**src/pkg/asc_params.svh**
```systemverilog
`ifndef ASC_PARAMS_SVH
`define ASC_PARAMS_SVH
// register indices; the bus byte address is four times the index
`define ASC_IDX_CFG0      16'hdf40
`define ASC_IDX_DATL      16'hdf42
`define ASC_IDX_DATH      16'hdf43
`define ASC_IDX_STAT      16'hdf45
`define ASC_IDX_IRQ_MASK  16'hdf48
`define ASC_ADDR_W        18
// configuration bit positions
`define ASC_BIT_ENAB      0
`define ASC_BIT_MASTER    1
`define ASC_BIT_RX_SINGLE_CHANNEL    2
`define ASC_BIT_TX_SINGLE_CHANNEL    3
`define ASC_BIT_COMP      4
`define ASC_BIT_EXP       5
`define ASC_BIT_RXIE      6
`define ASC_BIT_TXIE      7
// status bit positions
`define ASC_ST_RX         0
`define ASC_ST_TX         1
`define ASC_CFG0_RESET    8'h00
`define ASC_STAT_RESET    8'h00
`define ASC_MASK_RESET    8'h03
// master serial clock half period in system clocks
`define ASC_SCK_HALF      16'd32
`define ASC_WORD_BITS     16
`endif

```
**src/pkg/asc_pkg.sv**
```systemverilog
package asc_pkg;
  typedef struct packed {
    logic tx_irq_enable;
    logic rx_irq_enable;
    logic mulaw_expand_enable;
    logic mulaw_compress_enable;
    logic tx_single_channel;
    logic rx_single_channel;
    logic master;
    logic enable;
  } asc_cfg_t;

  typedef struct packed {
    logic sck;
    logic ws;
    logic sd;
  } asc_serial_t;
endpackage : asc_pkg

```
**src/verilog/asc_audio_link.sv**
```systemverilog
// Decided for this implementation: the Avalon-MM register port.
`timescale 1ns/1ps
`include "asc_params.svh"
module asc_audio_link (
  input  wire logic                   ref_clk,
  input  wire logic                   reset_n,
  input  wire logic [`ASC_ADDR_W-1:0] avs_address,
  input  wire logic                   avs_read,
  input  wire logic                   avs_write,
  input  wire logic [31:0]            avs_writedata,
  input  wire logic [3:0]             avs_byteenable,
  output logic      [31:0]            avs_readdata,
  output logic                        avs_waitrequest,
  output logic                        irq,
  input  wire logic                   sck_in,
  input  wire logic                   ws_in,
  input  wire logic                   sd_in,
  output logic                        sck_out,
  output logic                        sck_oe,
  output logic                        ws_out,
  output logic                        ws_oe,
  output logic                        sd_out
);

  // mu-law expansion of one byte to 16-bit linear
  function automatic logic [15:0] asc_expand(input logic [7:0] c);
    logic [7:0]  u;
    logic [14:0] mag;
    u   = ~c;
    mag = 15'(((({11'h0, u[3:0]} << 3) + 15'h84) << u[6:4]) - 15'h84);
    return u[7] ? 16'(-$signed({1'b0, mag})) : {1'b0, mag};
  endfunction : asc_expand

  // 16-bit linear to mu-law byte
  function automatic logic [7:0] asc_compress(input logic [15:0] s);
    logic        sgn;
    logic [15:0] mag;
    logic [2:0]  ex;
    logic [3:0]  man;
    sgn = s[15];
    mag = sgn ? 16'(-$signed(s)) : s;
    if (mag > 16'h7f7b) begin
      mag = 16'h7f7b;
    end
    mag = 16'(mag + 16'h84);
    ex  = 3'h7;
    for (int i = 14; i >= 7; i--) begin
      if (mag[i] == 1'b0 && ex == 3'(i - 7)) begin
        ex = 3'(i - 8);
      end
    end
    man = 4'(mag >> ({1'b0, ex} + 4'h3)); // exponent plus three needs four bits
    return ~{sgn, ex, man};
  endfunction : asc_compress

  asc_pkg::asc_cfg_t cfg_ff;
  logic [7:0]  dat_low_ff;
  logic [7:0]  dat_high_ff;
  logic [1:0]  stat_ff;
  logic [1:0]  mask_ff;
  logic        low_written_ff;
  logic [15:0] tx_buf_ff;
  logic        tx_full_ff;
  logic        rx_full_ff;
  logic        ack_ff;
  logic [`ASC_ADDR_W-1:0] idx;
  logic        wr_go;
  logic        rd_go;
  logic        tx_fetch;
  logic        rx_load;
  logic [15:0] rx_word;

  assign idx   = avs_address >> 2;
  assign wr_go = avs_write & ack_ff; // write lands on the edge that sees waitrequest low
  assign rd_go = avs_read & ~ack_ff;

  // one-wait-state handshake: waitrequest low in the cycle after request
  always_ff @(posedge ref_clk or negedge reset_n) begin
    if (!reset_n) begin
      ack_ff          <= 1'b0;
      avs_waitrequest <= 1'b1;
    end else begin
      ack_ff          <= (avs_read | avs_write) & ~ack_ff;
      avs_waitrequest <= ~((avs_read | avs_write) & ~ack_ff);
    end
  end

  // configuration and mask registers
  always_ff @(posedge ref_clk or negedge reset_n) begin
    if (!reset_n) begin
      cfg_ff  <= `ASC_CFG0_RESET;
      mask_ff <= 2'(`ASC_MASK_RESET);
    end else if (wr_go && avs_byteenable[0]) begin
      if (idx == `ASC_IDX_CFG0) begin
        cfg_ff <= avs_writedata[7:0];
      end
      if (idx == `ASC_IDX_IRQ_MASK) begin
        mask_ff <= avs_writedata[1:0];
      end
    end
  end

  // data registers and conversion
  always_ff @(posedge ref_clk or negedge reset_n) begin
    if (!reset_n) begin
      dat_low_ff     <= 8'h00;
      dat_high_ff    <= 8'h00;
      low_written_ff <= 1'b0;
      tx_buf_ff      <= 16'h0000;
      tx_full_ff     <= 1'b0;
    end else begin
      if (tx_fetch) begin
        tx_full_ff <= 1'b0;
      end
      if (rx_load) begin
        if (cfg_ff.mulaw_compress_enable) begin
          dat_high_ff <= asc_compress(rx_word);
        end else begin
          {dat_high_ff, dat_low_ff} <= rx_word;
        end
      end
      if (wr_go && avs_byteenable[0] && idx == `ASC_IDX_DATL) begin
        dat_low_ff     <= avs_writedata[7:0];
        low_written_ff <= 1'b1;
      end
      if (wr_go && avs_byteenable[0] && idx == `ASC_IDX_DATH) begin
        low_written_ff <= 1'b0;
        if (!cfg_ff.enable) begin
          // standalone unit, result ready next cycle
          if (cfg_ff.mulaw_expand_enable) begin
            {dat_high_ff, dat_low_ff} <= asc_expand(avs_writedata[7:0]);
          end else if (cfg_ff.mulaw_compress_enable) begin
            dat_high_ff <= asc_compress({avs_writedata[7:0], dat_low_ff});
          end else begin
            dat_high_ff <= avs_writedata[7:0];
          end
        end else begin
          tx_full_ff <= 1'b1;
          if (cfg_ff.mulaw_expand_enable) begin
            tx_buf_ff <= asc_expand(avs_writedata[7:0]);
          end else begin
            tx_buf_ff <= {avs_writedata[7:0], low_written_ff ? dat_low_ff : 8'h00};
          end
        end
      end
    end
  end

  // pin synchronisers
  logic [2:0] pin_s1_ff;
  logic [2:0] pin_s2_ff;
  logic       sck_prev_ff;
  logic       ws_prev_ff;
  always_ff @(posedge ref_clk or negedge reset_n) begin
    if (!reset_n) begin
      pin_s1_ff <= 3'h0;
      pin_s2_ff <= 3'h0;
    end else begin
      pin_s1_ff <= {sck_in, ws_in, sd_in};
      pin_s2_ff <= pin_s1_ff;
    end
  end

  // master clock divider
  logic [15:0] div_ff;
  logic        int_sck_ff;
  logic [4:0]  bit_ff;
  logic        int_ws_ff;
  always_ff @(posedge ref_clk or negedge reset_n) begin
    if (!reset_n) begin
      div_ff     <= 16'h0000;
      int_sck_ff <= 1'b0;
      bit_ff     <= 5'h00;
      int_ws_ff  <= 1'b0;
    end else if (cfg_ff.enable && cfg_ff.master) begin
      if (div_ff == `ASC_SCK_HALF - 16'd1) begin
        div_ff     <= 16'h0000;
        int_sck_ff <= ~int_sck_ff;
        if (int_sck_ff) begin
          // word select changes with the falling edge
          if (bit_ff == 5'(`ASC_WORD_BITS - 1)) begin
            bit_ff    <= 5'h00;
            int_ws_ff <= ~int_ws_ff;
          end else begin
            bit_ff <= bit_ff + 5'h01;
          end
        end
      end else begin
        div_ff <= div_ff + 16'd1;
      end
    end else begin
      div_ff     <= 16'h0000;
      int_sck_ff <= 1'b0;
      bit_ff     <= 5'h00;
      int_ws_ff  <= 1'b0;
    end
  end

  // clock source selection
  logic cur_sck;
  logic cur_ws;
  assign cur_sck = cfg_ff.master ? int_sck_ff : pin_s2_ff[2];
  assign cur_ws  = cfg_ff.master ? int_ws_ff : pin_s2_ff[1];

  always_ff @(posedge ref_clk or negedge reset_n) begin
    if (!reset_n) begin
      sck_prev_ff <= 1'b0;
      ws_prev_ff  <= 1'b0;
    end else begin
      sck_prev_ff <= cur_sck;
      ws_prev_ff  <= cur_ws;
    end
  end

  logic sck_rise;
  logic sck_fall;
  assign sck_rise = cfg_ff.enable & cur_sck & ~sck_prev_ff;
  assign sck_fall = cfg_ff.enable & ~cur_sck & sck_prev_ff;

  // serial shifter: frame starts one bit after ws change
  logic [15:0] tx_sh_ff;
  logic [15:0] rx_sh_ff;
  logic [4:0]  rx_cnt_ff;
  logic        ws_seen_ff;
  logic        chan_ff;
  logic        repeat_ff;
  logic [15:0] mono_hold_ff;
  logic        ws_edge_pending_ff;
  logic [15:0] rx_bit;
  assign tx_fetch = sck_fall && ws_edge_pending_ff && !(cfg_ff.tx_single_channel && repeat_ff);
  assign rx_load  = sck_rise && ws_edge_pending_ff && rx_cnt_ff != 5'h00 && rx_cnt_ff <= 5'd16
                    && !(cfg_ff.rx_single_channel && chan_ff);
  assign rx_bit   = (pin_s2_ff[0] && rx_cnt_ff < 5'd16) ? (16'h8000 >> rx_cnt_ff) : 16'h0000;
  assign rx_word  = rx_sh_ff | rx_bit; // includes the bit on this rise

  always_ff @(posedge ref_clk or negedge reset_n) begin
    if (!reset_n) begin
      tx_sh_ff           <= 16'h0000;
      rx_sh_ff           <= 16'h0000;
      rx_cnt_ff          <= 5'h1f; // no word framed yet
      ws_seen_ff         <= 1'b0;
      chan_ff            <= 1'b0;
      repeat_ff          <= 1'b0;
      mono_hold_ff       <= 16'h0000;
      ws_edge_pending_ff <= 1'b0;
      sd_out             <= 1'b0;
    end else if (!cfg_ff.enable) begin
      rx_cnt_ff          <= 5'h1f;
      ws_edge_pending_ff <= 1'b0;
      repeat_ff          <= 1'b0;
      sd_out             <= 1'b0;
    end else begin
      if (sck_fall) begin
        if (ws_seen_ff != cur_ws) begin
          ws_seen_ff         <= cur_ws;
          ws_edge_pending_ff <= 1'b1;
          sd_out             <= tx_sh_ff[15];
          tx_sh_ff           <= {tx_sh_ff[14:0], 1'b0}; // zeros after the word
        end else if (ws_edge_pending_ff) begin
          ws_edge_pending_ff <= 1'b0;
          chan_ff            <= ws_seen_ff;
          if (cfg_ff.tx_single_channel && repeat_ff) begin
            tx_sh_ff  <= {mono_hold_ff[14:0], 1'b0};
            sd_out    <= mono_hold_ff[15];
            repeat_ff <= 1'b0;
          end else begin
            mono_hold_ff <= tx_full_ff ? tx_buf_ff : 16'h0000;
            tx_sh_ff     <= {(tx_full_ff ? tx_buf_ff[14:0] : 15'h0), 1'b0};
            sd_out       <= tx_full_ff ? tx_buf_ff[15] : 1'b0;
            repeat_ff    <= cfg_ff.tx_single_channel;
          end
        end else begin
          sd_out   <= tx_sh_ff[15];
          tx_sh_ff <= {tx_sh_ff[14:0], 1'b0};
        end
      end
      if (sck_rise) begin
        if (ws_edge_pending_ff) begin
          // old word ends with this bit, next word starts empty
          rx_cnt_ff <= 5'h00;
          rx_sh_ff  <= 16'h0000;
        end else if (rx_cnt_ff < 5'd16) begin
          rx_cnt_ff <= rx_cnt_ff + 5'h01; // low bits past 16 are dropped
          rx_sh_ff  <= rx_word;
        end
      end
    end
  end

  // sticky request flags, set wins over clear
  always_ff @(posedge ref_clk or negedge reset_n) begin
    if (!reset_n) begin
      stat_ff    <= 2'(`ASC_STAT_RESET);
      rx_full_ff <= 1'b0;
    end else begin
      if (rd_go && idx == `ASC_IDX_DATH) begin
        stat_ff[`ASC_ST_RX] <= 1'b0;
        rx_full_ff          <= 1'b0;
      end
      if (wr_go && avs_byteenable[0] && idx == `ASC_IDX_DATH) begin
        stat_ff[`ASC_ST_TX] <= 1'b0;
      end
      if (wr_go && avs_byteenable[0] && idx == `ASC_IDX_STAT) begin
        stat_ff <= stat_ff & ~avs_writedata[1:0];
      end
      if (rx_load) begin
        stat_ff[`ASC_ST_RX] <= 1'b1;
        rx_full_ff          <= 1'b1;
      end
      if (tx_fetch) begin
        stat_ff[`ASC_ST_TX] <= 1'b1;
      end
    end
  end

  // interrupt and pin outputs
  always_ff @(posedge ref_clk or negedge reset_n) begin
    if (!reset_n) begin
      irq     <= 1'b0;
      sck_out <= 1'b0;
      sck_oe  <= 1'b0;
      ws_out  <= 1'b0;
      ws_oe   <= 1'b0;
    end else begin
      irq     <= (stat_ff[`ASC_ST_RX] & mask_ff[`ASC_ST_RX] & cfg_ff.rx_irq_enable)
               | (stat_ff[`ASC_ST_TX] & mask_ff[`ASC_ST_TX] & cfg_ff.tx_irq_enable);
      sck_out <= int_sck_ff;
      ws_out  <= int_ws_ff;
      sck_oe  <= cfg_ff.enable & cfg_ff.master;
      ws_oe   <= cfg_ff.enable & cfg_ff.master;
    end
  end

  // read data mux
  always_ff @(posedge ref_clk or negedge reset_n) begin
    if (!reset_n) begin
      avs_readdata <= 32'h0000_0000;
    end else if (rd_go) begin
      unique case (idx)
        `ASC_IDX_CFG0:     avs_readdata <= {24'h0, cfg_ff};
        `ASC_IDX_DATL:     avs_readdata <= {24'h0, dat_low_ff};
        `ASC_IDX_DATH:     avs_readdata <= {24'h0, dat_high_ff};
        `ASC_IDX_STAT:     avs_readdata <= {29'h0, rx_full_ff, stat_ff};
        `ASC_IDX_IRQ_MASK: avs_readdata <= {30'h0, mask_ff};
        default:           avs_readdata <= 32'h0000_0000;
      endcase
    end
  end

endmodule : asc_audio_link

```
**config.mk**
```make
export PLATFORM = sky130hd
export DESIGN_NAME = asc_audio_link
export DESIGN_NICKNAME = d
export VERILOG_FILES = /design/src/pkg/asc_pkg.sv /design/src/verilog/asc_audio_link.sv
export VERILOG_INCLUDE_DIRS = /design/src /design/src/pkg
export SDC_FILE = /design/constraint.sdc
export NUM_CORES = 1
export LEC_CHECK = 0
export ABC_CLOCK_PERIOD_IN_PS = 10000
export BUFFER_PORTS_ARGS = -buffer_cell sky130_fd_sc_hd__buf_4
export CORE_MARGIN = 4
export CORE_UTILIZATION = 60
export CTS_BUF_LIST = sky130_fd_sc_hd__clkbuf_16
export DETAILED_ROUTE_END_ITERATION = 16
export PLACE_DENSITY = 0.87
export SETUP_SLACK_MARGIN = 0.5
export SLEW_MARGIN = 20
export SYNTH_ARGS = -nofsm -noshare
export SYNTH_HDL_FRONTEND = slang
export SYNTH_SLANG_ARGS = --single-unit
export TNS_END_PERCENT = 20
```
**constraint.sdc**
```tcl
create_clock -name ref_clk -period 10 [get_ports ref_clk]
set_input_delay 2 -clock ref_clk [delete_from_list [all_inputs] [get_ports ref_clk]]
set_output_delay 2 -clock ref_clk [all_outputs]
set_load 0.05 [all_outputs]
```
== Yosys cells after proc, flatten, opt, wreduce, memory -nomap -nowiden ==
Index checks and enable logic that the tools add are counted.
Cells by class
  shifts and indexed selects: 4
  add/subtract/negate cells: 12
  equal/unequal tests: 28
  $lt $le $gt $ge: 4
  bitwise operators: 42
  muxes and demuxes: 141
  reduce and logical (&&, ||, !) cells: 51
Operator list (count)
  $mux W16: 21
  $mux W3: 62
  $mux W8: 13
  $eq A16 B16 Y1 const B: 5
  $mux W5: 8
  $pmux W8 S5: 1
  $mux W1: 34
  $add A16 B8 Y16 const B: 2
  $gt A16 B15 Y1 const B: 2
  $neg A16 Y16: 2
  $shr A16 B4 Y4: 2
  $logic_and A1 B1 Y1: 29
  $not A8 Y8: 3
  $not A1 Y1: 22
  $eq A3 B3 Y1 const B: 6
  $add A16 B1 Y16 const B: 1
  $eq A16 B5 Y1 const B: 1
  $neg A15 Y16: 1
  $or A16 B16 Y16: 1
  $shr A16 B5 Y16 const A: 1
  $mux W15: 1
  $shl A9 B3 Y15: 1
  $sub A15 B8 Y15 const B: 1
  $and A1 B1 Y1: 12
  other kinds (25): 50
Word-level totals
  output and inout port bits: 39
  register bits: 173
  logic and storage cells: 322
  input port bits: 61

== Logic depth before layout (Yosys ltp) ==
Gate-level depths: netlist of the first run.
  depth in word-level cells: 70
  depth in mapped cells: 28
  mapped depth without buffers: 23

== Worst setup path after synthesis of the first run ==
Ideal clock, no wire load.
  path kind: input to register
  start: in avs_writedata[3]
  end: reg dat_high_ff[1]
  slack: 3.411 ns
  data arrival time: 6.456 ns
  path buffers: 1
  data required time: 9.868 ns
  stages: 20
  setup time: 0.132 ns
  cell sequence: buf_2 > or4_1 > or4_1 > o31a_1 > a21o_1 > o31a_1 > nand2_1 > ha_1 > inv_1 > nand2b_1 > o21ai_0 > nor4b_1 > o21a_2 > nand3_1 > and2_4 > or4_1 > o211ai_1 > o21ai_1 > nor3_2 > o32ai_1
Between the ends
  cells in the longest elaborated chain, start to end: 70
  elaborated cells on any way between the ends: 83
  classes of those cells: add/sub (6); order compare (1); eq/ne (6); shift (2); mux (51); bitwise (9); reduce/logical (8)
RTL lines
  start: declaration: line asc_audio_link.sv:10  | input wire logic [31:0] avs_writedata,
  $neg A16 Y16: line asc_audio_link.sv:41  | mag = sgn ? 16'(-$signed(s)) : s;
  $mux W16: line asc_audio_link.sv:41
  $gt A16 B15 Y1: line asc_audio_link.sv:42  | if (mag > 16'h7f7b) begin
  $mux W16: line asc_audio_link.sv:42
  $mux W16: line asc_audio_link.sv:132  | end else if (cfg_ff.mulaw_compress_enable) begin
  $mux W16: line asc_audio_link.sv:130  | if (cfg_ff.mulaw_expand_enable) begin
  $mux W16: line asc_audio_link.sv:128  | if (!cfg_ff.enable) begin
  $mux W16: line asc_audio_link.sv:126  | if (wr_go && avs_byteenable[0] && idx == `ASC_IDX_DATH) begin
  (+54 left out)
  $mux W3: line asc_audio_link.sv:126
  $add A3 B2 Y4: line asc_audio_link.sv:52  | man = 4'(mag >> ({1'b0, ex} + 4'h3));
  $shr A16 B4 Y4: line asc_audio_link.sv:52
  $not A8 Y8: line asc_audio_link.sv:53  | return ~{sgn, ex, man};
  $mux W8: line asc_audio_link.sv:132
  $mux W8 *: line asc_audio_link.sv:130
  $mux W8 *: line asc_audio_link.sv:128
  $mux W8 *: line asc_audio_link.sv:126
  end signal: assignment: line asc_audio_link.sv:131  | {dat_high_ff, dat_low_ff} <= asc_expand(avs_writedata[7:0]);
  end signal: assignment: line asc_audio_link.sv:133  | dat_high_ff <= asc_compress({avs_writedata[7:0], dat_low_ff});
  end signal: assignment: line asc_audio_link.sv:135  | dat_high_ff <= avs_writedata[7:0];
  end: declaration: line asc_audio_link.sv:58  | logic [7:0] dat_high_ff;
Every way passes the cells marked *; elsewhere a longest branch is shown, timed or not. The select of a mux whose other input is x is not followed.
A chain may end at the register's enable or synchronous reset.

== Worst setup path after layout of the first run ==
  start: in avs_writedata[0]
  end: reg dat_high_ff[1]
The elaborated chain is that of the path after synthesis.

==> results of run 1 <==
## power by group through the flow
| stage | Combinational (µW) | Clock, µW | Sequential (µW) |
|---|---|---|---|
| 2_1_floorplan | 143 | 0 | 615 |
| 3_3_place_gp | 181 | 0 | 614 |
| 3_5_place_dp | 184 | 0 | 614 |
| 4_1_cts | 185 | 627 | 603 |
| 5_1_grt | 205 | 655 | 603 |
| 6_report | 188 | 625 | 603 |
## layer usage
metal	vias up	global-route usage	part of all wire
met5	-	0	0
met4	0	0.0854	0.025
met3	79	0.0572	0.080
met1	4926	0.376	0.42
li1	4876	-	-
met2	464	0.456	0.48
## through the flow
stage	hold WS (ns)	setup slack, ns	total power (µW)	cells
after floorplan	0.331	3.41	759	1397
after global placement	0.333	2.70	795	1575
after detailed placement	0.346	2.63	798	1575
after CTS	0.368	3.07	1410	1607
after global routing	0.384	2.56	1460	1607
final	0.371	3.03	1420	1607
## layout make-up
type                            instances  area [µm²]
Clock buffer                           17         425
Clock inverter                         15         148
Fill cell                            1433        6140
Inverter                               26        97.6
Multi-Input combinational cell       1117        6850
Sequential cell                       148        3710
Tap cell                              229         287
Timing Repair Buffer                   55         417
## state kept, by name, indices dropped and copies added (netlist names), 15 cells and up
name and flops:
mono_hold_ff 16, tx_sh_ff 15, div_ff 16, rx_sh_ff 16, tx_buf_ff 16
## how the worst min path moves through the flow
stage / startpoint / endpoint / slack [ns] / cells past startpoint
2_1_floorplan: pin_s1_ff[0]$_DFF_PN0_ / pin_s2_ff[0]$_DFF_PN0_ / 0.33 / 0
3_3_place_gp: pin_s1_ff[0]$_DFF_PN0_ / pin_s2_ff[0]$_DFF_PN0_ / 0.33 / 0
3_5_place_dp: pin_s1_ff[1]$_DFF_PN0_ / pin_s2_ff[1]$_DFF_PN0_ / 0.35 / 0
4_1_cts: pin_s1_ff[1]$_DFF_PN0_ / pin_s2_ff[1]$_DFF_PN0_ / 0.37 / 0
5_1_grt: pin_s1_ff[1]$_DFF_PN0_ / pin_s2_ff[1]$_DFF_PN0_ / 0.38 / 0
6_report: pin_s1_ff[0]$_DFF_PN0_ / pin_s2_ff[0]$_DFF_PN0_ / 0.37 / 0
## cell usage after synthesis (11+ instances only)
library cell and instances:
clkbuf_1 55, dfrtp_1 140, ha_1 13, or3_1 11
o21ai_1 11, nor4_1 12, xnor2_1 42, buf_4 28
o211ai_1 13, mux2_2 11, a21oi_1 104, nor3_1 38
nand4_1 11, a211oi_1 21, nor2b_1 12, nand2_1 162
a31oi_1 17, a21o_1 11, inv_1 24, mux2i_1 21
xor2_1 32, nor2_1 161, o21ai_0 121, nand2b_1 20
and3_1 17, nand3_1 45
## kinds of logic (layout without fill, tap and decap cells)
| logic type | Yosys count | after routing | share of synthesized area |
|---|---|---|---|
| XOR/XNOR | 75 | 75 | 0.0607 |
| AND/OR/NAND/NOR | 554 | 554 | 0.242 |
| AO/OA/AOI/OAI | 416 | 416 | 0.257 |
| multiplexers | 34 | 34 | 0.0326 |
| other | 1 | 24 | 0.000337 |
| adder cells (fa/ha/maj) | 14 | 14 | 0.0155 |
| flip-flops | 148 | 148 | 0.334 |
| buffers and inverters | 132 | 113 | 0.0585 |
==> metrics.md, run 1 <==
| Metric | Value |
|---|---|
| Post-Route WL | `roughly 29 mm` |
| Commonest non-fill, non-tap cell in the layout | `nand2_1` |
| Worst reg2reg startpoint | `rx_cnt_ff[0]$_DFFE_PN1P_` |
| Worst path arrival time | `around 7.3 ns` |
| Fmax | `143 MHz` |
| First-pass GRT wire length | `47.3 mm` |
| Core ar. | `0.0181 mm²` |
| Cts repair resizes | `0` |
| Port-buffer cells | `46` |
| Starting Density | `0.615` |
| Worst R2R Setup Slack | `between 3 and 4 ns` |
| Least-Margin Pin Slew | `1.00 ns` |
| Slew HR | `0.326` |
| Worst setup SP type | `input port` |
| Final Hold Fails | `0` |
| Post-DRT Antenna Nets | `0` |
| Crit. Startpoint | `avs_writedata[0]` |
| TritonCTS Sinks | `roughly 150` |
| Leading post-synthesis cells by cell area | `dfrtp_1 (31%), nand2_1 (5.5%), o21ai_0 (5.4%)` |
| Die Y | `around 140 µm` |
| Reg2reg end | `dat_high_ff[0]$_DFF_PN0_` |
| End of the critical path | `dat_high_ff[1]$_DFF_PN0_` |
| Logic pwr share | `0.133` |
| Fin area | `0.0119 mm²` |
| Clock Power Share | `0.441` |
| Via count | `10300` |
| Synth Instances | `1374` |
| CTS buffer count | `17` |
| Syn avg cell area | `just over 8 µm²` |
| GPL Wtd Cong | `approximately 0.95` |
| CTS tree | `yes` |
| Slowest-stage cell, CP | `or4_1` |
| NetSw | `between 400 and 500 µW` |
| Min Clock Period, post-route | `between 6 and 7 ns` |
| Clk buf depth | `2` |
| I/O pins | `100` |
| Total global-route track usage | `0.279` |
| Worst EP required | `about 10 ns` |
| Net Sw Frac | `0.284` |
| Avg Vias per Cell | `around 6.4` |
| Final period util | `0.697` |
| Largest net degree at the start of global routing | `76` |
| ANT cells | `0` |
| Maximum vdd drop | `roughly 130 µV` |
| Post-Syn Area | `around 0.011 mm²` |
| Fin util | `0.660` |
| Drt drc | `0` |
| Crit-path cells | `buf_4, or4_1, o41ai_2, xnor2_1, a21o_1, o31a_1, nand2_1, ha_1, inv_1, nand2b_1, o21ai_0, nor4b_1, o21a_2, nand3_1, and2_4, or4_1, o211ai_1, o21ai_1, nor3_2, o32ai_1` |
| Yosys top cell area share | `0.315` |
| Number of synthesized flops with an enable pin | `0` |
| Initial antenna violation count | `0` |
| Share of layout cells above drive strength 1 | `0.126` |
| DRT Pass-1 Iters | `6` |
| Clock transition at path regs | `about 0.070 ns` |
| Width of the die | `between 100 and 150 µm` |
| Cell variety after synth | `110` |
| Synth area leader | `dfrtp_1` |
| Status | `finished clean` |
| DR WL/cell | `between 15 and 20 µm` |
| Final setup fails | `0` |
| Leading cell types in the layout, fill and taps excluded | `nand2_1 (162), nor2_1 (160), dfrtp_1 (140)` |
| Ys async rst share | `1.00` |
| Primary FF master, synth | `dfrtp_1` |
| P_int | `a little over 1000 µW` |
| Pleak | `approximately 0.005 µW` |
| Vias in the first global route | `9659` |
| Nets | `around 1400` |
| Crit-path leading delay family | `simple AND/OR/NAND/NOR gates` |
| Dpl hpwl | `~21 mm` |
| Die ar. | `0.0208 mm²` |
| Max Slew Vio Count | `0` |
| Worst-case reg-to-reg path depth | `22` |
| Synthesis-stage register bit count | `about 150` |
| CTS H-tree depth | `4` |
| YS warnings | `0` |
| Critical Path Most Common Cell | `or4_1` |
| Sequential share of power | `0.426` |
| Global route overflow | `0` |
| RSZ-0062 raised after global routing | `false` |
| CP max stage delay | `between 0.6 and 0.7 ns` |
| Worst-skew pair later-pin latency | `around 0.43 ns` |
| Sequential-to-total area share from yosys stat | `0.334` |
| Hold_buf cts | `0` |
| Site row count | `slightly below 50` |
| Layout area overhead | `7.36%` |
| Initial detailed-routing violation count | `~1100` |
| Setup TNS Final | `0 ns` |
| Power Dens Cells | `approximately 120 mW/mm²` |
| Root buffer cell | `clkbuf_16` |
| Buf/Inv on CP | `2` |
| Setup repair bufs after CTS | `0` |
| DP Area | `0.0114 mm²` |
| Final Skew | `about 0.011 ns` |
| Max_cap viols | `0` |
| Levels on crit path | `20` |
| Kind of critical path | `input port to flop` |
| CP Max Fanout | `14` |
| Crit. End Element | `flop` |
| Hold WC Path Type | `flop to flop` |
No activity file was read; power rests on OpenSTA's default activity.
==> inputs of run 2 (changes only) <==
ABC_CLOCK_PERIOD_IN_PS = 7300   (was 10000)
clock period = 7.3 ns   (was 10 ns; I/O delays follow)
==> run 2 against run 1 <==
Setup slack lost 2.1 ns. Clock skew grew 0.0024 ns. Core utilization grew 0.19 points. Sequential share of layout area shrank 0.091 points. Die area is the same. Via count grew 0.21%. Combinational power grew 43%. Largest power group is now sequential cells. Hold slack lost 0.017 ns. Final cell count grew 0.31%. Largest cell class unchanged.
==> metrics.md, run 2 (synthesis gave the netlist of run 1 again) <==
| Metric | Value |
|---|---|
| Pleak | `0.00500 µW (+0.29%)` |
| Fmax | `approximately 160 MHz` |
| NetSw | `556 µW (+38%)` |
| Site row count | `49 (unchanged)` |
| Dpl hpwl | `20.6 mm (-0.43%)` |
| Worst path arrival time | `6.69 ns (-0.58 ns)` |
| Largest net degree at the start of global routing | `84 (+11%)` |
| Setup WS pre-CTS | `0.345 ns (-2.28 ns)` |
| Worst reg2reg startpoint | `rx_cnt_ff[0]$_DFFE_PN1P_` |
| Root buffer cell | `clkbuf_16` |
| Logic pwr share | `0.140 (+0.007)` |
| Hold path depth | `0 (unchanged)` |
| Crit. End Element | `flop` |
| Worst-case reg-to-reg path depth | `23 (+4.5%)` |
| Worst R2R Setup Slack | `1.06 ns (-2.13 ns)` |
| Min Clock Period, post-route | `approximately 6.4 ns` |
| ANT cells | `0 (unchanged)` |
| Sequential share of power | `0.431 (+0.005)` |
| Setup TNS Final | `0 ns (unchanged)` |
| Share of layout cells above drive strength 1 | `0.130 (+0.00461)` |
| CTS H-tree depth | `4 (unchanged)` |
| Slew HR | `0.322 (-0.00426)` |
| Post-Route WL | `29.0 mm (about the same)` |
| Net Sw Frac | `0.290 (+0.00628)` |
| RSZ-0062 raised after global routing | `false` |
| Final Hold Fails | `0 (unchanged)` |
| DR WL/cell | `18.0 µm (-0.23%)` |
| Clock transition at path regs | `0.07 ns (about the same)` |
| CP max stage delay | `0.67 ns (about the same)` |
| Total global-route track usage | `0.280 (+0.000868)` |
| Via count | `10400 (+0.21%)` |
| Worst-skew pair later-pin latency | `0.43 ns (about the same)` |
| Crit-path leading delay family | `compound AO/OA/AOI/OAI gates` |
| Avg Vias per Cell | `6.43 (about the same)` |
| Min-delay src | `pin_s1_ff[0]$_DFF_PN0_` |
| Maximum vdd drop | `165 µV (+28%)` |
| Slowest-stage cell, CP | `or4_1` |
| Starting Density | `0.615 (unchanged)` |
| Reg2reg end | `dat_high_ff[0]$_DFF_PN0_` |
| P_int | `1360 µW (+34%)` |
| Initial detailed-routing violation count | `1049 (-0.47%)` |
| Kind of critical path | `input port to flop` |
| First-pass GRT wire length | `47.5 mm (+0.54%)` |
| Die ar. | `0.0208 mm² (unchanged)` |
| Global route overflow | `0 (unchanged)` |
| Final setup fails | `0 (unchanged)` |
| Final Skew | `0.0129 ns (+0.00238 ns)` |
| Initial antenna violation count | `0 (unchanged)` |
| TritonCTS Sinks | `148 (unchanged)` |
| Worst setup margin | `0.906 ns (-2.12 ns)` |
| I/O pins | `100 (unchanged)` |
| Vias in the first global route | `9784 (+1.3%)` |
| Hold WC Path Type | `flop to flop` |
| CTS tree | `yes` |
| Status | `finished clean` |
| Least-Margin Pin Slew | `1.01 ns (+0.0128 ns)` |
| Max_cap viols | `0 (unchanged)` |
| Levels on crit path | `20 (unchanged)` |
| Max Slew Vio Count | `0 (unchanged)` |
| Core ar. | `0.0181 mm² (unchanged)` |
| Clk buf depth | `2 (unchanged)` |
| CTS buffer count | `17 (unchanged)` |
| CP Max Fanout | `14 (unchanged)` |
| Clock Power Share | `0.428 (-0.013)` |
| Drt drc | `0 (unchanged)` |
| Nets | `1444 (+0.35%)` |
| Commonest non-fill, non-tap cell in the layout | `nand2_1` |
| Final period util | `0.876` |
| Power Dens Cells | `160 mW/mm² (+35%)` |
| Crit-path cells | `buf_4, or4_1, o41ai_2, xnor2_1, a21o_1, o31a_1, nand2_1, ha_1, inv_1, nand2b_1, a21boi_0, a211oi_1, o211ai_2, o21bai_4, a21boi_4, a2bb2oi_1, mux2i_1, nand4_1, o21ai_1, a311oi_2` |
| DRT Pass-1 Iters | `6 (unchanged)` |
| Port-buffer cells | `46 (unchanged)` |
| Buf/Inv on CP | `2 (unchanged)` |
| Die Y | `144 µm (unchanged)` |
| WHS Endpoint | `pin_s2_ff[0]$_DFF_PN0_` |
| Leading cell types in the layout, fill and taps excluded | `nand2_1 (162), nor2_1 (160), dfrtp_1 (140)` |
| Worst Hold Margin | `0.354 ns (-0.0169 ns)` |
| Post-DRT Antenna Nets | `0 (unchanged)` |
| GPL Wtd Cong | `0.967 (+2.3%)` |
| Width of the die | `144 µm (unchanged)` |
| Layout area overhead | `7.67%` |
| Worst EP required | `7.60 ns (-2.69 ns)` |
| Worst setup SP type | `input port` |
-- run 2: cell types whose count changed in the layout (fill, tap and decap cells not counted) --
cell	previous run	this run
buf_4	54	58
clkinv_4	1	2
nor4_1	12	11
bufinv_16	1	0
inv_1	25	24
nor4b_1	3	2
nor4b_2	0	1
clkinv_1	1	2
buf_12	0	1
inv_8	2	1
nor4_2	0	1
clkinv_2	0	1
-- run 2: power by group through the flow --
stage          logic [µW]  registers (µW)  clock network (µW)
2_1_floorplan         196             843                   0
3_3_place_gp          248             841                   0
3_5_place_dp          253             841                   0
4_1_cts               255             826                 825
5_1_grt               292             826                 859
6_report              268             826                 821
-- run 2: what timing repair did --
item                       CTS  global route
setup endpoints to repair    0             5
resized for setup            0             2
hold buffers                 0             0
setup buffers                0             3
-- run 2: final cells by class --
| class | instances | area [µm²] |
|---|---|---|
| clock buffers | 17 | 425 |
| clock inverters | 15 | 120 |
| fillers | 1419 | 6110 |
| repair buffers | 60 | 467 |
| inverters | 26 | 97.6 |
| multi-input cells | 1117 | 6870 |
| flip-flops and latches | 148 | 3710 |
| well taps | 229 | 287 |
-- run 2: worst reg2reg max path, cell delays in order (launching register included) --
cell      delay [ns]
dfstp_2         0.40
ha_1            0.25
ha_1            0.21
and4bb_1        0.24
or2_0           0.36
nor4_4          0.37
a31oi_1         0.14
xnor2_1         0.45
o211a_1         0.34
nand2_1         0.13
o21ai_0         0.17
buf_4           0.16
nand2b_1        0.10
ha_1            0.41
nand4_1         0.17
o221ai_2        0.24
nor2_1          0.18
a21oi_1         0.20
nand3_1         0.24
a221oi_4        0.42
and2_1          0.37
a21oi_1         0.08
a22o_1          0.25
a311oi_2        0.26
-- run 2: worst max-delay path by stage --
stage / from / to / slack (ns)
2_1_floorplan: avs_writedata[3] / dat_high_ff[1]$_DFF_PN0_ / 1.25
3_3_place_gp: avs_writedata[0] / dat_high_ff[0]$_DFF_PN0_ / 0.54
3_5_place_dp: avs_writedata[0] / dat_high_ff[0]$_DFF_PN0_ / 0.34
4_1_cts: avs_writedata[0] / dat_high_ff[0]$_DFF_PN0_ / 0.80
5_1_grt: avs_writedata[0] / dat_high_ff[1]$_DFF_PN0_ / 0.54
6_report: avs_writedata[0] / dat_high_ff[0]$_DFF_PN0_ / 0.91
-- run 2: through the flow --
stage | area (µm²) | util | power, µW | cells
after global placement | 11400 | 0.629 | 1090 | 1577
after CTS | 11900 | 0.659 | 1910 | 1609
after global routing | 12000 | 0.662 | 1980 | 1612
final | 12000 | 0.662 | 1910 | 1612
after floorplan | 11200 | - | 1040 | 1397
after detailed placement | 11400 | 0.629 | 1090 | 1577
-- run 2: routing by layer --
metal  vias up  GRT usage  wire [µm]
met4         0      0.100        907
met2       460      0.449      13700
met3        93     0.0579       2430
li1       4894          -          -
met1      4920      0.378      12000
met5         -          0          0
==> inputs of run 3 (changes only) <==
CTS_BUF_LIST = sky130_fd_sc_hd__clkbuf_2 sky130_fd_sc_hd__clkbuf_4 sky130_fd_sc_hd__clkbuf_8   (was sky130_fd_sc_hd__clkbuf_16)
==> run 3 against run 2 <==
Sequential cell count did not move. Sequential power hardly changed. Total power decreased by 12%. Sequential share of layout area up 0.60 points. Hold slack gained 0.0054 ns. Cell area shrank 1.9%. Clock skew grew 0.0056 ns. Maximum frequency down 2.3%. Clock power fell by 28%. Via count is 0.78% lower. First-iteration DRC count is 0.29% higher. Register-to-register slack got worse by 0.03 ns.
==> metrics.md, run 3 (synthesis gave the netlist of run 1 again) <==
| Metric | Value |
|---|---|
| Status | `finished clean` |
| CTS tree | `yes` |
| RSZ-0062 raised after global routing | `true` |
| Die ar. | `0.0208 mm² (unchanged)` |
| Worst setup SP type | `input port` |
| Area of the multi-input gates | `0.00686 mm² (-0.16%)` |
| Hold WC Path Type | `flop to flop` |
| Final setup fails | `0 (unchanged)` |
| I/O pins | `100 (unchanged)` |
| Maximum vdd drop | `155 µV (-6.3%)` |
| Site row count | `49 (unchanged)` |
| Setup TNS Final | `0 ns (unchanged)` |
| Kind of critical path | `input port to flop` |
| ANT cells | `0 (unchanged)` |
| Leading cell types in the layout, fill and taps excluded | `nand2_1 (162), nor2_1 (160), dfrtp_1 (140)` |
| GPL Wtd Cong | `0.967 (unchanged)` |
| Global route overflow | `0 (unchanged)` |
| Fin util | `0.650 (-0.0126)` |
| Dpl hpwl | `20.6 mm (unchanged)` |
| Root buffer cell | `clkbuf_8` |
| Worst EP required | `7.62 ns (+0.02 ns)` |
| Net Sw Frac | `0.308 (+0.0176)` |
| NetSw | `517 µW (-7.0%)` |
| Initial detailed-routing violation count | `1052 (+0.29%)` |
| Max_cap viols | `0 (unchanged)` |
| Least-Margin Pin Slew | `1.02 ns (+0.00524 ns)` |
| Share of layout cells above drive strength 1 | `0.128 (-0.00262)` |
| Clk buf depth | `2 (unchanged)` |
| Commonest non-fill, non-tap cell in the layout | `nand2_1` |
| Via count | `10300 (-0.78%)` |
| Port-buffer cells | `46 (unchanged)` |
| Final Skew | `0.0186 ns (+0.00564 ns)` |
| Avg Vias per Cell | `6.39 (-0.60%)` |
| Nets | `1441 (-0.21%)` |
| Min Clock Period, post-route | `6.54 ns (+0.149 ns)` |
| Final Hold Fails | `0 (unchanged)` |
| Sequential share of power | `0.491 (+0.060)` |
| First-pass GRT wire length | `46.7 mm (-1.6%)` |
| Worst-skew pair later-pin latency | `0.45 ns (+0.02 ns)` |
| P_int | `1160 µW (-15%)` |
| Fmax | `153 MHz (-2.3%)` |
| Layout area overhead | `5.62%` |
| Vias in the first global route | `9633 (-1.5%)` |
| Pleak | `0.00490 µW (-2.0%)` |
| Fillers | `1461 (+3.0%)` |
| Worst path arrival time | `6.87 ns (+0.18 ns)` |
| Die Y | `144 µm (unchanged)` |
| Starting Density | `0.615 (unchanged)` |
| Core ar. | `0.0181 mm² (unchanged)` |
| Width of the die | `144 µm (unchanged)` |
| Post-DRT Antenna Nets | `0 (unchanged)` |
| Final period util | `0.896 (+0.0204)` |
| Max Slew Vio Count | `0 (unchanged)` |
| Clock Power Share | `0.355 (-0.073)` |
| CTS H-tree depth | `4 (unchanged)` |
| Initial antenna violation count | `0 (unchanged)` |
| Slew HR | `0.318 (-0.00350)` |
| CP Max Fanout | `17 (+3)` |
| Logic pwr share | `0.154 (+0.014)` |
| Drt drc | `0 (unchanged)` |
| Largest net degree at the start of global routing | `84 (unchanged)` |
| Crit. End Element | `flop` |
| Hold_buf cts | `0 (unchanged)` |
| TritonCTS Sinks | `148 (unchanged)` |
| CTS buffer count | `17 (unchanged)` |
| Post-Route WL | `28.4 mm (-2.4%)` |
| DRT Pass-1 Iters | `6 (unchanged)` |
| Clock transition at path regs | `0.09 ns (+0.02 ns)` |
| Total global-route track usage | `0.274 (-0.00550)` |
| Register area | `0.00371 mm² (unchanged)` |
| Power Dens Cells | `143 mW/mm² (-11%)` |
| DR WL/cell | `17.6 µm (-2.2%)` |
## run 3: layer usage
| metal | part of all wire | up-vias | track usage | routed length [µm] |
|---|---|---|---|---|
| li1 | - | 4888 | - | - |
| met5 | 0 | - | 0 | 0 |
| met3 | 0.084 | 72 | 0.0503 | 2380 |
| met4 | 0.025 | 0 | 0.0893 | 700 |
| met1 | 0.42 | 4849 | 0.378 | 11900 |
| met2 | 0.47 | 477 | 0.440 | 13400 |
## run 3: layout make-up
| class | count | area share |
|---|---|---|
| multi-input combinational | 1117 | 0.583 |
| sequential | 148 | 0.316 |
| timing repair buffer | 57 | 0.0367 |
| tap | 229 | 0.0244 |
| clock buffer | 18 | 0.0211 |
| clock inverter | 14 | 0.00990 |
| inverter | 26 | 0.00831 |
## run 3: metrics by stage
stage	cells	worst slack (ns)	cell area (µm²)	hold WS (ns)	total power (µW)
2_1_floorplan	1397	1.25	11200	0.331	1040
3_3_place_gp	1577	0.544	11400	0.333	1090
3_5_place_dp	1577	0.345	11400	0.340	1090
4_1_cts	1609	0.837	11700	0.360	1680
5_1_grt	1609	0.391	11700	0.363	1750
6_report	1609	0.757	11700	0.359	1680
## run 3: critical path, stage by stage
cell	delay (ns)
buf_4	0.19
or4_1	0.67
o41ai_2	0.38
xnor2_1	0.35
a21o_1	0.34
o31a_1	0.42
nand2_1	0.10
ha_1	0.31
inv_1	0.19
nand2b_1	0.12
a21boi_0	0.32
a211oi_1	0.18
o211ai_2	0.30
o21bai_4	0.09
a21boi_4	0.43
a2bb2oi_1	0.30
mux2i_1	0.28
nand4_1	0.13
o21ai_1	0.25
a311oi_2	0.08
## run 3: worst paths after layout
path	from	end	slack (ns)	depth (start not counted)
hold / removal	pin_s1_ff[0]$_DFF_PN0_	pin_s2_ff[0]$_DFF_PN0_	0.36	0
min in group asynchronous	reset_n	dat_high_ff[5]$_DFF_PN0_	1.06	1
setup / recovery	avs_writedata[0]	dat_high_ff[0]$_DFF_PN0_	0.76	20
setup reg to reg	rx_cnt_ff[0]$_DFFE_PN1P_	dat_high_ff[0]$_DFF_PN0_	1.03	23
max in group asynchronous	reset_n	tx_buf_ff[13]$_DFFE_PN0P_	4.91	2
hold reg to reg	pin_s1_ff[0]$_DFF_PN0_	pin_s2_ff[0]$_DFF_PN0_	0.36	0
## run 3: power by group through the flow
| stage | Sequential (µW) | Clock [µW] | Combinational [µW] |
|---|---|---|---|
| global placement | 841 | 0 | 248 |
| floorplan | 843 | 0 | 196 |
| global route | 825 | 642 | 281 |
| CTS | 825 | 604 | 254 |
| detailed placement | 841 | 0 | 253 |
| finish | 825 | 595 | 258 |
## run 3: timing repair
item	4_1_cts	5_1_grt
endpoints found under the setup margin	0	5
setup buffers	0	0
gates resized for setup	0	1
